<file path="config.mk">
export PLATFORM = sky130hd
export DESIGN_NAME = twbea_core
export DESIGN_NICKNAME = d
export VERILOG_FILES = /design/src/include/twbea_pkg.sv /design/src/twbea_core.sv
export VERILOG_INCLUDE_DIRS = /design/src /design/src/include
export SDC_FILE = /design/constraint.sdc
export NUM_CORES = 1
export LEC_CHECK = 0
export BUFFER_PORTS_ARGS = -buffer_cell sky130_fd_sc_hd__buf_2
export CAP_MARGIN = 20
export CORE_MARGIN = 8
export CORE_UTILIZATION = 40
export DETAILED_ROUTE_END_ITERATION = 6
export PLACE_DENSITY = 0.72
export SYNTH_ARGS = -nofsm -noshare
export SYNTH_HDL_FRONTEND = slang
export SYNTH_SLANG_ARGS = --single-unit
</file>
<file path="constraint.sdc">
create_clock -name hclk -period 3.1 [get_ports hclk]
set_clock_uncertainty 0.2 [all_clocks]
set_input_delay 0.31 -clock hclk [delete_from_list [all_inputs] [get_ports hclk]]
set_output_delay 0.31 -clock hclk [all_outputs]
set_load 0.01 [all_outputs]
</file>
<file path="src/include/twbea_map.svh">
`ifndef TWBEA_MAP_SVH
`define TWBEA_MAP_SVH
// Register byte offsets
`define TWBEA_CTRL_OFF    8'h00
`define TWBEA_STAT_OFF    8'h04
`define TWBEA_DATA_OFF    8'h08
`define TWBEA_ADDR_OFF    8'h0c
`define TWBEA_IRQS_OFF    8'h10
`define TWBEA_IRQM_OFF    8'h14
// Control fields
`define TWBEA_C_INT       7
`define TWBEA_C_EA        6
`define TWBEA_C_STA       5
`define TWBEA_C_STO       4
`define TWBEA_C_EN        2
// Status codes, prescaler bits taken as zero
`define TWBEA_ST_IDLE     8'hf8
`define TWBEA_ST_BERR     8'h00
`define TWBEA_ST_ARB_LOST 8'h38
`define TWBEA_ST_SR_ARB   8'h68
`define TWBEA_ST_ST_ARB   8'hb0
`define TWBEA_ST_SR_ADDR  8'h60
`define TWBEA_ST_ST_ADDR  8'ha8
`define TWBEA_ST_NOTADDR  8'h20
`define TWBEA_PRESC_MASK  8'hf8
// Interrupt status bits
`define TWBEA_I_DONE      0
`define TWBEA_I_BERR      1
`define TWBEA_I_ARB       2
`endif

</file>
<file path="src/include/twbea_pkg.sv">
package twbea_pkg;
  typedef enum logic [4:0] {
    TWBEA_IDLE  = 5'b00001,
    TWBEA_ADDR  = 5'b00010,
    TWBEA_DATA  = 5'b00100,
    TWBEA_ACK   = 5'b01000,
    TWBEA_WAIT  = 5'b10000
  } twbea_state_t;
  typedef enum logic [1:0] {
    TWBEA_HTR_IDLE = 2'b00,
    TWBEA_HTR_BUSY = 2'b01,
    TWBEA_HTR_NSEQ = 2'b10,
    TWBEA_HTR_SEQ  = 2'b11
  } twbea_htrans_t;
endpackage

</file>
<file path="src/twbea_core.sv">
`timescale 1ns/100ps
`include "twbea_map.svh"
module twbea_core
  import twbea_pkg::*;
(
  input  wire logic        hclk,
  input  wire logic        hresetn,
  input  wire logic        hsel,
  input  wire logic [31:0] haddr,
  input  wire logic [1:0]  htrans,
  input  wire logic        hwrite,
  input  wire logic [2:0]  hsize,
  input  wire logic [31:0] hwdata,
  input  wire logic        hready,
  output logic      [31:0] hrdata,
  output logic             hreadyout,
  output logic             hresp,
  input  wire logic        scl_i,
  output logic             scl_o,
  output logic             scl_oe,
  input  wire logic        sda_i,
  output logic             sda_o,
  output logic             sda_oe,
  output logic             irq
);
  import twbea_pkg::*;

  typedef struct packed {
    logic [1:0]   scl_s;
    logic [1:0]   sda_s;
    logic         scl_p;
    logic         sda_p;
    twbea_state_t st;
    logic [3:0]   bitn;
    logic [7:0]   sh;
    logic         master;
    logic         first;
    logic         tx;
    logic         done;
    logic         ea;
    logic         start_request_bit;
    logic         stop_request_column;
    logic         en;
    logic [7:0]   status;
    logic [7:0]   data;
    logic [6:0]   own;
    logic         drive_low;
    logic         hold_scl;
    logic [2:0]   irqs;
    logic [2:0]   irqm;
    logic         wr_ph;
    logic [7:0]   ad_ph;
    logic [31:0]  rdata;
  } twbea_regs_t;

  twbea_regs_t q;
  twbea_regs_t d;

  logic scl;
  logic sda;
  logic scl_rise;
  logic scl_fall;
  logic start_c;
  logic stop_c;
  logic wr_ctrl;
  logic rd_go;
  logic [7:0] ctl_val;
  logic bus_err;
  logic arb_lost;

  assign scl = q.scl_s[1];
  assign sda = q.sda_s[1];
  assign scl_rise = scl & ~q.scl_p;
  assign scl_fall = ~scl & q.scl_p;
  assign start_c = scl & q.scl_p & q.sda_p & ~sda;
  assign stop_c  = scl & q.scl_p & ~q.sda_p & sda;
  assign wr_ctrl = q.wr_ph && q.ad_ph == `TWBEA_CTRL_OFF;
  assign rd_go   = hsel && hready && htrans == TWBEA_HTR_NSEQ && !hwrite;
  // ****************************************
  // Frame errors and arbitration
  // ****************************************
  // First bit slot of a byte is where STOP or repeated START legally sits
  assign bus_err  = (start_c || stop_c) && q.st != TWBEA_IDLE && q.st != TWBEA_WAIT
                    && !((q.st == TWBEA_ADDR || q.st == TWBEA_DATA) && q.bitn <= 4'h1);
  // Wire and-ing means a match never trips this
  assign arb_lost = scl_rise && q.master && q.tx && !q.drive_low && !sda
                    && (q.st == TWBEA_ADDR || q.st == TWBEA_DATA);

  assign ctl_val = {q.done, q.ea, q.start_request_bit, q.stop_request_column, 1'b0, q.en, 2'b00};

  always_comb begin
    d = q;
    d.scl_s = {q.scl_s[0], scl_i};
    d.sda_s = {q.sda_s[0], sda_i};
    d.scl_p = scl;
    d.sda_p = sda;
    // ****************************************
    // Bus register writes
    // ****************************************
    d.wr_ph = hsel && hready && htrans == TWBEA_HTR_NSEQ && hwrite;
    d.ad_ph = haddr[7:0];
    if (q.wr_ph) begin
      case (q.ad_ph)
        `TWBEA_CTRL_OFF: begin
          d.ea  = hwdata[`TWBEA_C_EA];
          d.start_request_bit = hwdata[`TWBEA_C_STA];
          d.stop_request_column = hwdata[`TWBEA_C_STO];
          d.en  = hwdata[`TWBEA_C_EN];
          if (hwdata[`TWBEA_C_INT]) begin
            d.done = 1'b0;
            d.hold_scl = 1'b0;
          end
        end
        `TWBEA_DATA_OFF: d.data = hwdata[7:0];
        `TWBEA_ADDR_OFF: d.own  = hwdata[6:0];
        `TWBEA_IRQS_OFF: d.irqs = q.irqs & ~hwdata[2:0];
        `TWBEA_IRQM_OFF: d.irqm = hwdata[2:0];
        default: ;
      endcase
    end
    // Software response to a flagged state
    if (wr_ctrl && hwdata[`TWBEA_C_INT] && q.done) begin
      if (q.status == `TWBEA_ST_BERR && hwdata[`TWBEA_C_STO]) begin
        // Internal only: lines let go, no STOP driven
        d.st = TWBEA_IDLE;
        d.master = 1'b0;
        d.stop_request_column = 1'b0;
        d.drive_low = 1'b0;
        d.hold_scl = 1'b0;
      end else if ((q.status & `TWBEA_PRESC_MASK) == `TWBEA_ST_ARB_LOST
                   || (q.status & `TWBEA_PRESC_MASK) == `TWBEA_ST_NOTADDR) begin
        d.st = hwdata[`TWBEA_C_STA] ? TWBEA_WAIT : TWBEA_IDLE;
        d.master = 1'b0;
      end else if (q.master && hwdata[`TWBEA_C_STA] && q.st == TWBEA_ACK) begin
        // Repeated start: release SCL, keep ownership
        d.st = TWBEA_ADDR;
        d.bitn = 4'h0;
        d.sh = q.data;
        d.tx = 1'b1;
        d.first = 1'b1;
      end
    end
    // ****************************************
    // Bit engine
    // ****************************************
    if (q.en) begin
      if (start_c && !bus_err) begin
        d.st = TWBEA_ADDR;
        d.bitn = 4'h0;
        d.first = 1'b1;
        d.tx = q.master && q.st == TWBEA_ADDR;
      end else if (scl_rise && (q.st == TWBEA_ADDR || q.st == TWBEA_DATA)) begin
        d.sh = {q.sh[6:0], sda};
        d.bitn = q.bitn + 4'h1;
      end else if (scl_fall && q.bitn == 4'h8 && q.st != TWBEA_ACK) begin
        d.st = TWBEA_ACK;
        d.bitn = 4'h0;
        if (q.st == TWBEA_ADDR && !q.master) begin
          if (q.ea && q.sh[7:1] == q.own) begin
            d.drive_low = 1'b1;
            d.done = 1'b1;
            d.status = q.sh[0] ? `TWBEA_ST_ST_ADDR : `TWBEA_ST_SR_ADDR;
            if (q.status == `TWBEA_ST_ARB_LOST)
              d.status = q.sh[0] ? `TWBEA_ST_ST_ARB : `TWBEA_ST_SR_ARB;
            d.tx = q.sh[0];
          end else if (q.status == `TWBEA_ST_ARB_LOST) begin
            d.done = 1'b1;
            d.status = `TWBEA_ST_NOTADDR;
          end
        end
      end else if (scl_fall && q.st == TWBEA_ACK) begin
        d.drive_low = 1'b0;
        d.st = TWBEA_DATA;
        // Next value, so a same-cycle flag clear never leaves SCL held
        d.hold_scl = d.done;
      end
    end
    if (arb_lost) begin
      d.master = 1'b0;
      d.tx = 1'b0;
      d.status = `TWBEA_ST_ARB_LOST;
      // Stay in address phase as a listening slave
      if (q.st == TWBEA_ADDR) begin
        d.st = TWBEA_ADDR;
      end else begin
        d.done = 1'b1;
        d.st = TWBEA_WAIT;
      end
    end
    if (q.st == TWBEA_WAIT && stop_c && q.start_request_bit) d.st = TWBEA_IDLE;
    if (bus_err && q.en) begin
      d.status = `TWBEA_ST_BERR;
      d.done = 1'b1;
      d.st = TWBEA_WAIT;
    end
    if (stop_c && q.st != TWBEA_WAIT) d.st = TWBEA_IDLE;
    // ****************************************
    // Interrupt status, set beats clear
    // ****************************************
    if (d.done && !q.done) d.irqs[`TWBEA_I_DONE] = 1'b1;
    if (bus_err && q.en)   d.irqs[`TWBEA_I_BERR] = 1'b1;
    if (arb_lost)          d.irqs[`TWBEA_I_ARB]  = 1'b1;
    // ****************************************
    // Read data
    // ****************************************
    d.rdata = 32'h0000_0000;
    if (rd_go) begin
      case (haddr[7:0])
        `TWBEA_CTRL_OFF: d.rdata = {24'h00_0000, ctl_val};
        `TWBEA_STAT_OFF: d.rdata = {24'h00_0000, d.done ? d.status : `TWBEA_ST_IDLE};
        `TWBEA_DATA_OFF: d.rdata = {24'h00_0000, q.sh};
        `TWBEA_ADDR_OFF: d.rdata = {25'h000_0000, q.own};
        `TWBEA_IRQS_OFF: d.rdata = {29'h0000_0000, d.irqs};
        `TWBEA_IRQM_OFF: d.rdata = {29'h0000_0000, q.irqm};
        default:         d.rdata = 32'h0000_0000;
      endcase
    end
  end

  always_ff @(posedge hclk or negedge hresetn) begin
    if (!hresetn) begin
      q <= '{scl_s: 2'b11, sda_s: 2'b11, scl_p: 1'b1, sda_p: 1'b1, st: TWBEA_IDLE,
             status: `TWBEA_ST_IDLE, default: '0};
    end else begin
      q <= d;
    end
  end

  assign hrdata    = q.rdata;
  assign hreadyout = 1'b1;
  assign hresp     = 1'b0;
  assign scl_o     = 1'b0;
  assign scl_oe    = q.hold_scl;
  assign sda_o     = 1'b0;
  assign sda_oe    = q.drive_low;
  assign irq       = |(q.irqs & q.irqm);

  // ****************************************
  // Checks
  // ****************************************
  a_idle_code_shown: assert property (@(posedge hclk) disable iff (!hresetn)
    rd_go && haddr[7:0] == `TWBEA_STAT_OFF && !d.done |=> hrdata[7:0] == `TWBEA_ST_IDLE)
    else $error("status not idle code while done clear");
  a_berr_sets_done: assert property (@(posedge hclk) disable iff (!hresetn)
    bus_err && q.en |=> q.done && q.status == `TWBEA_ST_BERR)
    else $error("bus error did not flag");
  a_recover_release: assert property (@(posedge hclk) disable iff (!hresetn)
    wr_ctrl && hwdata[`TWBEA_C_INT] && hwdata[`TWBEA_C_STO] && q.done && q.status == `TWBEA_ST_BERR
    |=> !q.stop_request_column && !q.master && !sda_oe && !scl_oe)
    else $error("bus error recovery wrong");
  a_arb_drops_master: assert property (@(posedge hclk) disable iff (!hresetn)
    arb_lost |=> !q.master && q.status == `TWBEA_ST_ARB_LOST)
    else $error("arbitration loss not taken");
  a_arb_addr_slave: assert property (@(posedge hclk) disable iff (!hresetn)
    arb_lost && q.st == TWBEA_ADDR |=> q.st == TWBEA_ADDR && !q.done)
    else $error("lost in address did not listen");
  a_no_ack_ea_off: assert property (@(posedge hclk) disable iff (!hresetn)
    !q.ea && !q.master && !q.drive_low |=> !q.drive_low)
    else $error("acked with ack enable off");
  a_irq_level: assert property (@(posedge hclk) disable iff (!hresetn)
    $rose(irq) |-> $past(d.irqs & d.irqm) != 3'h0)
    else $error("irq without cause");
  a_berr_needs_err: assert property (@(posedge hclk) disable iff (!hresetn)
    $rose(q.irqs[`TWBEA_I_BERR]) |-> $past(bus_err))
    else $error("bus error flag without event");

  // ****************************************
  // Recovery and register checks
  // ****************************************
  a_recover_to_idle: assert property (@(posedge hclk) disable iff (!hresetn)
    wr_ctrl && hwdata[`TWBEA_C_INT] && hwdata[`TWBEA_C_STO] && q.done && q.status == `TWBEA_ST_BERR
    && !start_c |=> q.st == TWBEA_IDLE)
    else $error("recovery did not enter not addressed slave");

  // Only the stop request self-clears
  a_recover_ctrl_kept: assert property (@(posedge hclk) disable iff (!hresetn)
    wr_ctrl && hwdata[`TWBEA_C_INT] && hwdata[`TWBEA_C_STO] && q.done && q.status == `TWBEA_ST_BERR
    |=> q.ea == $past(hwdata[`TWBEA_C_EA]) && q.en == $past(hwdata[`TWBEA_C_EN]))
    else $error("recovery altered other control bits");

  a_status_masked: assert property (@(posedge hclk) disable iff (!hresetn)
    rd_go && haddr[7:0] == `TWBEA_STAT_OFF
    |=> (hrdata[7:0] & ~`TWBEA_PRESC_MASK) == 8'h00)
    else $error("status shows prescaler bits");

  // Read data stands for its data phase only
  a_rdata_zero_idle: assert property (@(posedge hclk) disable iff (!hresetn)
    !rd_go |=> hrdata == 32'h0000_0000)
    else $error("read data outside data phase");

  a_ready_okay: assert property (@(posedge hclk) disable iff (!hresetn)
    hsel |-> hreadyout && !hresp)
    else $error("bus answer not ready or not okay");

  // ****************************************
  // Link and flag checks
  // ****************************************
  a_rep_start_addr: assert property (@(posedge hclk) disable iff (!hresetn)
    q.en && start_c && !bus_err
    |=> q.st == TWBEA_ADDR && q.bitn == 4'h0)
    else $error("repeated start not taken as address");

  // Ack only on own address with acks enabled
  a_ack_own_only: assert property (@(posedge hclk) disable iff (!hresetn)
    $rose(sda_oe)
    |-> $past(q.ea) && $past(q.sh[7:1]) == $past(q.own))
    else $error("ack without own address");

  // Clock stretch lasts only while software owes an answer
  a_hold_needs_done: assert property (@(posedge hclk) disable iff (!hresetn)
    scl_oe |-> q.done)
    else $error("scl held with flag clear");

  a_berr_flag_set: assert property (@(posedge hclk) disable iff (!hresetn)
    bus_err && q.en |=> q.irqs[`TWBEA_I_BERR])
    else $error("bus error event lost");

  a_done_raises_irqs: assert property (@(posedge hclk) disable iff (!hresetn)
    !q.done && d.done |=> q.irqs[`TWBEA_I_DONE])
    else $error("done event lost");

  // Set wins over a same-cycle clear
  a_irqs_cleared: assert property (@(posedge hclk) disable iff (!hresetn)
    q.wr_ph && q.ad_ph == `TWBEA_IRQS_OFF && hwdata[`TWBEA_I_DONE] && !(d.done && !q.done)
    |=> !q.irqs[`TWBEA_I_DONE])
    else $error("write one did not clear");
endmodule // twbea_core

</file>
# Word level (Yosys, flattened, before mapping)
# Cells that the tools add are included.
# classes
mux	78
bitwise_logic	14
n_reduce_logical	53
n_lt_le_gt_ge	1
n_eq_ne	22
addsub	1
# op_table
op	count
$mux W8	16
$mux W5	13
$pmux W8 S6	1
$mux W17	2
$eq A8 B4 Y1 const B	4
$eq A8 B5 Y1 const B	4
$logic_and A1 B1 Y1	32
$mux W2	13
$logic_not A8 Y1	3
$mux W12	2
$mux W1	23
$mux W20	1
$eq A5 B3 Y1 const B	3
$reduce_and A2 Y1	5
$mux W3	3
$mux W9	1
$eq A8 B3 Y1 const B	1
$eq A8 B6 Y1 const B	1
$mux W4	2
$and A1 B1 Y1	7
$eq A7 B7 Y1	1
$logic_not A1 Y1	7
$mux W7	1
$and A3 B3 Y3	2
16 further kinds	21
# word_totals
output_inout_bits	39
reg_bits	103

# Longest topological paths before layout
# depth
depth_word	19
depth_mapped	8
depth_no_buf	8

# Worst setup path before layout
# Ideal clock, no wire load.
# synth_timing
path_kind	reg-to-reg
from	register q[68] (netlist bit)
to	register q (netlist bit hrdata[6])
t_required_ns	2.776
arrival_time_ns	2.007
n_path_buf	0
setup_slack_ns	0.769
period_less_slack_ns	2.331
stages_incl_launch_ff	8
path_cell_list	dfstp_2 nand3_1 or4b_1 ha_1 or2_2 mux2i_1 nand2b_1 o2bb2ai_1
# synth_lines
element	line	rtl
start, declared	twbea_core.sv:56	twbea_regs_t q;
start signal, assigned	twbea_core.sv:222	q <= '{scl_s: 2'b11, sda_s: 2'b11, scl_p: 1'b1, sda_p: 1'b1, st: TWBEA_IDLE,

==> flow_summary.toml <==
[status]
status = "completed"

[clock_tree]
cts_tree = "built"
cts_buffers = 9
post_cts_buffers = 0
htree_num_levels = 3
clk_path_buf_depth = 2
path_clk_slew_ns = 0.07
clock_sinks = 68
cts_root_buf = "clkbuf_8"
ctsResizeCount = 0
clk_latency_ns = 0.35

[layout]
final_area_um2 = 4184
drive_above_1_share_pct = 25.75
fin_util_pct = 45.93
num_antenna_cells = 0
area_growth_pct = 12.78
nNetsFinal = 478

[synth]
ys_async_sr_fraction_pct = 100.0
yosysUniqueCellTypes = 64
syn_inst = 349
synth_edf_count = 0
ys_warn_count = 0
syn_area_per_cell_um2 = 10.63
yosysSeqAreaShare_pct = 46.27
synth_flop_cell = "dfrtp_1"
ys_ff_latch = 68
syn-cell-area_um2 = 3710

[timing]
timing.final.hold_violations = 0
fin_ws_ns = 0.5658
setup_viol = 0
rsz0062_at_grt = "false"
worst_pin_slew_ns = 0.7569
fin_crit_ns = 2.534
final.setup.tns_ns = 0
relSlewSlack_pct = 49.54
clock.fmax_ghz = 0.3946
drv_slew = 0
finalCritPeriodShare_pct = 81.75

[worst_setup_path]
critPathKind = "flop to flop"
crit_path_start_kind = "flop"
worstPathArrival_ns = 2.56
cp_max_fo = 4
worst_setup_path_end_kind = "flop"
cp.required_ns = 3.12

[placement]
placed_cell_area_um2 = 3859
place_ws_ns = 0.6181
place_congestion = 0.8819
io_buffers = 35
hpwl_mm = 6.122

[detailed_routing]
vias_per_cell = 5.292
drtAntennaViolNets = 0
routed_wl_mm = 8.151
vias = 2704
first_pass_iters = 4
wl_per_cell_um = 15.95
route.detailed.drc = 0
dr.first_iter.drc_count = 149

[worst_hold_path]
min_path_type = "input port to flop"

[die]
die_y_um = 112.3
rows = 35
num_io_pins = 115
coreArea_um2 = 9109
start_util_pct = 40.73
die_w_um = 112.3
die_area_um2 = 12610

[global_routing]
grt_pass1_vias = 2767
gr-total-overflow = 0
grt_usage_pct = 13.65
grt_max_degree = 37
grt_pass1_wl_mm = 13.86
antenna_found_initial = 0

[power_and_ir_drop]
power_density_nw_per_um2 = 422.4
ir_drop_mv = 0.2389
power_leakage_nw = 1.849

[job]
maxCapViolCount = 0
-- timing repair --
action                     CTS  global route
setup endpoints to repair    0             0
hold buffers                13             0
hold endpoints to repair    42             0
-- worst max-delay path: stages, from the launching register on --
cell       delay (ns)
dfrtp_1          0.41
nor3_1           0.38
or4b_1           0.56
ha_1             0.21
or2_2            0.29
mux2i_1          0.17
nand2b_1         0.07
o2bb2ai_1        0.12
-- path summary, 6_finish.rpt --
kind / depth (start not counted) / to / startpoint / slack [ns]
worst max-delay path: 7 / hrdata[6] / q[66] / 0.57
worst min-delay path: 3 / q[40] / htrans[0] / 0.03
worst max register to register: 7 / hrdata[6] / q[66] / 0.57
worst min register to register: 0 / d[97] / d[100] / 0.16
max in group asynchronous: 3 / q[68] / hresetn / 1.63
min in group asynchronous: 2 / ctl_val[2] / hresetn / 0.36
-- registers in the layout, indices dropped and copies added (netlist names) --
signal,cells
sda_oe,1
d,4
hrdata,8
scl_oe,1
ctl_val,5
q,49
-- layer usage --
metal	routed length, um	up-vias	track usage [%]	part of all wire, %
met1	3701	1289	17.40	45
met3	578	19	4.133	7.1
met4	177	0	6.565	2.2
met5	0	-	0	0
li1	-	1290	-	-
met2	3694	106	20.67	45
-- cells by family (layout without fill, tap and decap cells) --
family          count (synthesis)  count (layout)  share of synthesized area [%]
simple gates                  114             114                          17.77
mux                            32              32                          9.477
flops                          68              68                          46.27
fa+ha+maj                       7               7                          2.361
xor+xnor                       11              11                          2.597
other cells                     2              28                         0.2024
compound gates                 59              59                          11.77
buf+inv                        56              81                          9.544
-- power breakdown --
part           switching (mW)  internal (mW)
Clock                   0.330          0.392
Combinational          0.0719         0.0480
Sequential             0.0164          0.908
Total                   0.418           1.35
-- layout by cell type, fill, tap and decap left out, types with 9 or more instances in the layout --
master and count:
nor2_1 28, dlygate4sd3_1 13, conb_1 28, clkbuf_8 10, a21oi_1 11, dfstp_2 12, nand4_1 12, mux2_2 25
o21ai_0 9, dfrtp_1 56, buf_2 35, nand2_1 18, inv_1 13, xnor2_1 9
-- Yosys cell counts (3+ instances only) --
cell type | count | area, um2
ha_1 | 7 | 87.58
clkbuf_1 | 4 | 15.01
nor3_1 | 7 | 35.03
dfstp_2 | 12 | 315.3
nand4b_1 | 3 | 26.28
o22ai_1 | 3 | 18.77
a21oi_1 | 11 | 55.05
or2_2 | 3 | 18.77
mux2_2 | 25 | 281.5
a21boi_0 | 4 | 30.03
and2_1 | 5 | 31.28
inv_1 | 13 | 48.80
nor2b_1 | 3 | 18.77
xnor2_1 | 9 | 78.83
dfrtp_1 | 56 | 1401
nor2_1 | 28 | 105.1
nand2_1 | 18 | 67.56
nor4_1 | 3 | 18.77
mux2i_1 | 7 | 70.07
a22oi_1 | 6 | 45.04
o21ai_0 | 9 | 45.04
buf_4 | 36 | 270.3
nand3_1 | 7 | 35.03
or3_1 | 3 | 18.77
nand2b_1 | 3 | 18.77
nand4_1 | 12 | 75.07
a31oi_1 | 3 | 18.77
-- stage by stage --
| step | hold slack [ns] | power (mW) | instances |
|---|---|---|---|
| after floorplan | -0.1856 | 1.020 | 375 |
| after global placement | 0.1458 | 1.044 | 482 |
| after detailed placement | 0.1472 | 1.047 | 482 |
| after CTS | 0.01929 | 1.782 | 511 |
| after global routing | 0.01755 | 1.840 | 511 |
| final | 0.03153 | 1.767 | 511 |
-- cell type report --
type                    instances  area (um2)
multi-input cells             251        1737
repair buffers                 52       347.8
clock inverters                 4       50.05
clock buffers                  12       145.1
fillers                       838        4925
flip-flops and latches         68        1717
well taps                     111       138.9
inverters                      13       48.80
No activity file was read; power rests on OpenSTA's default activity.
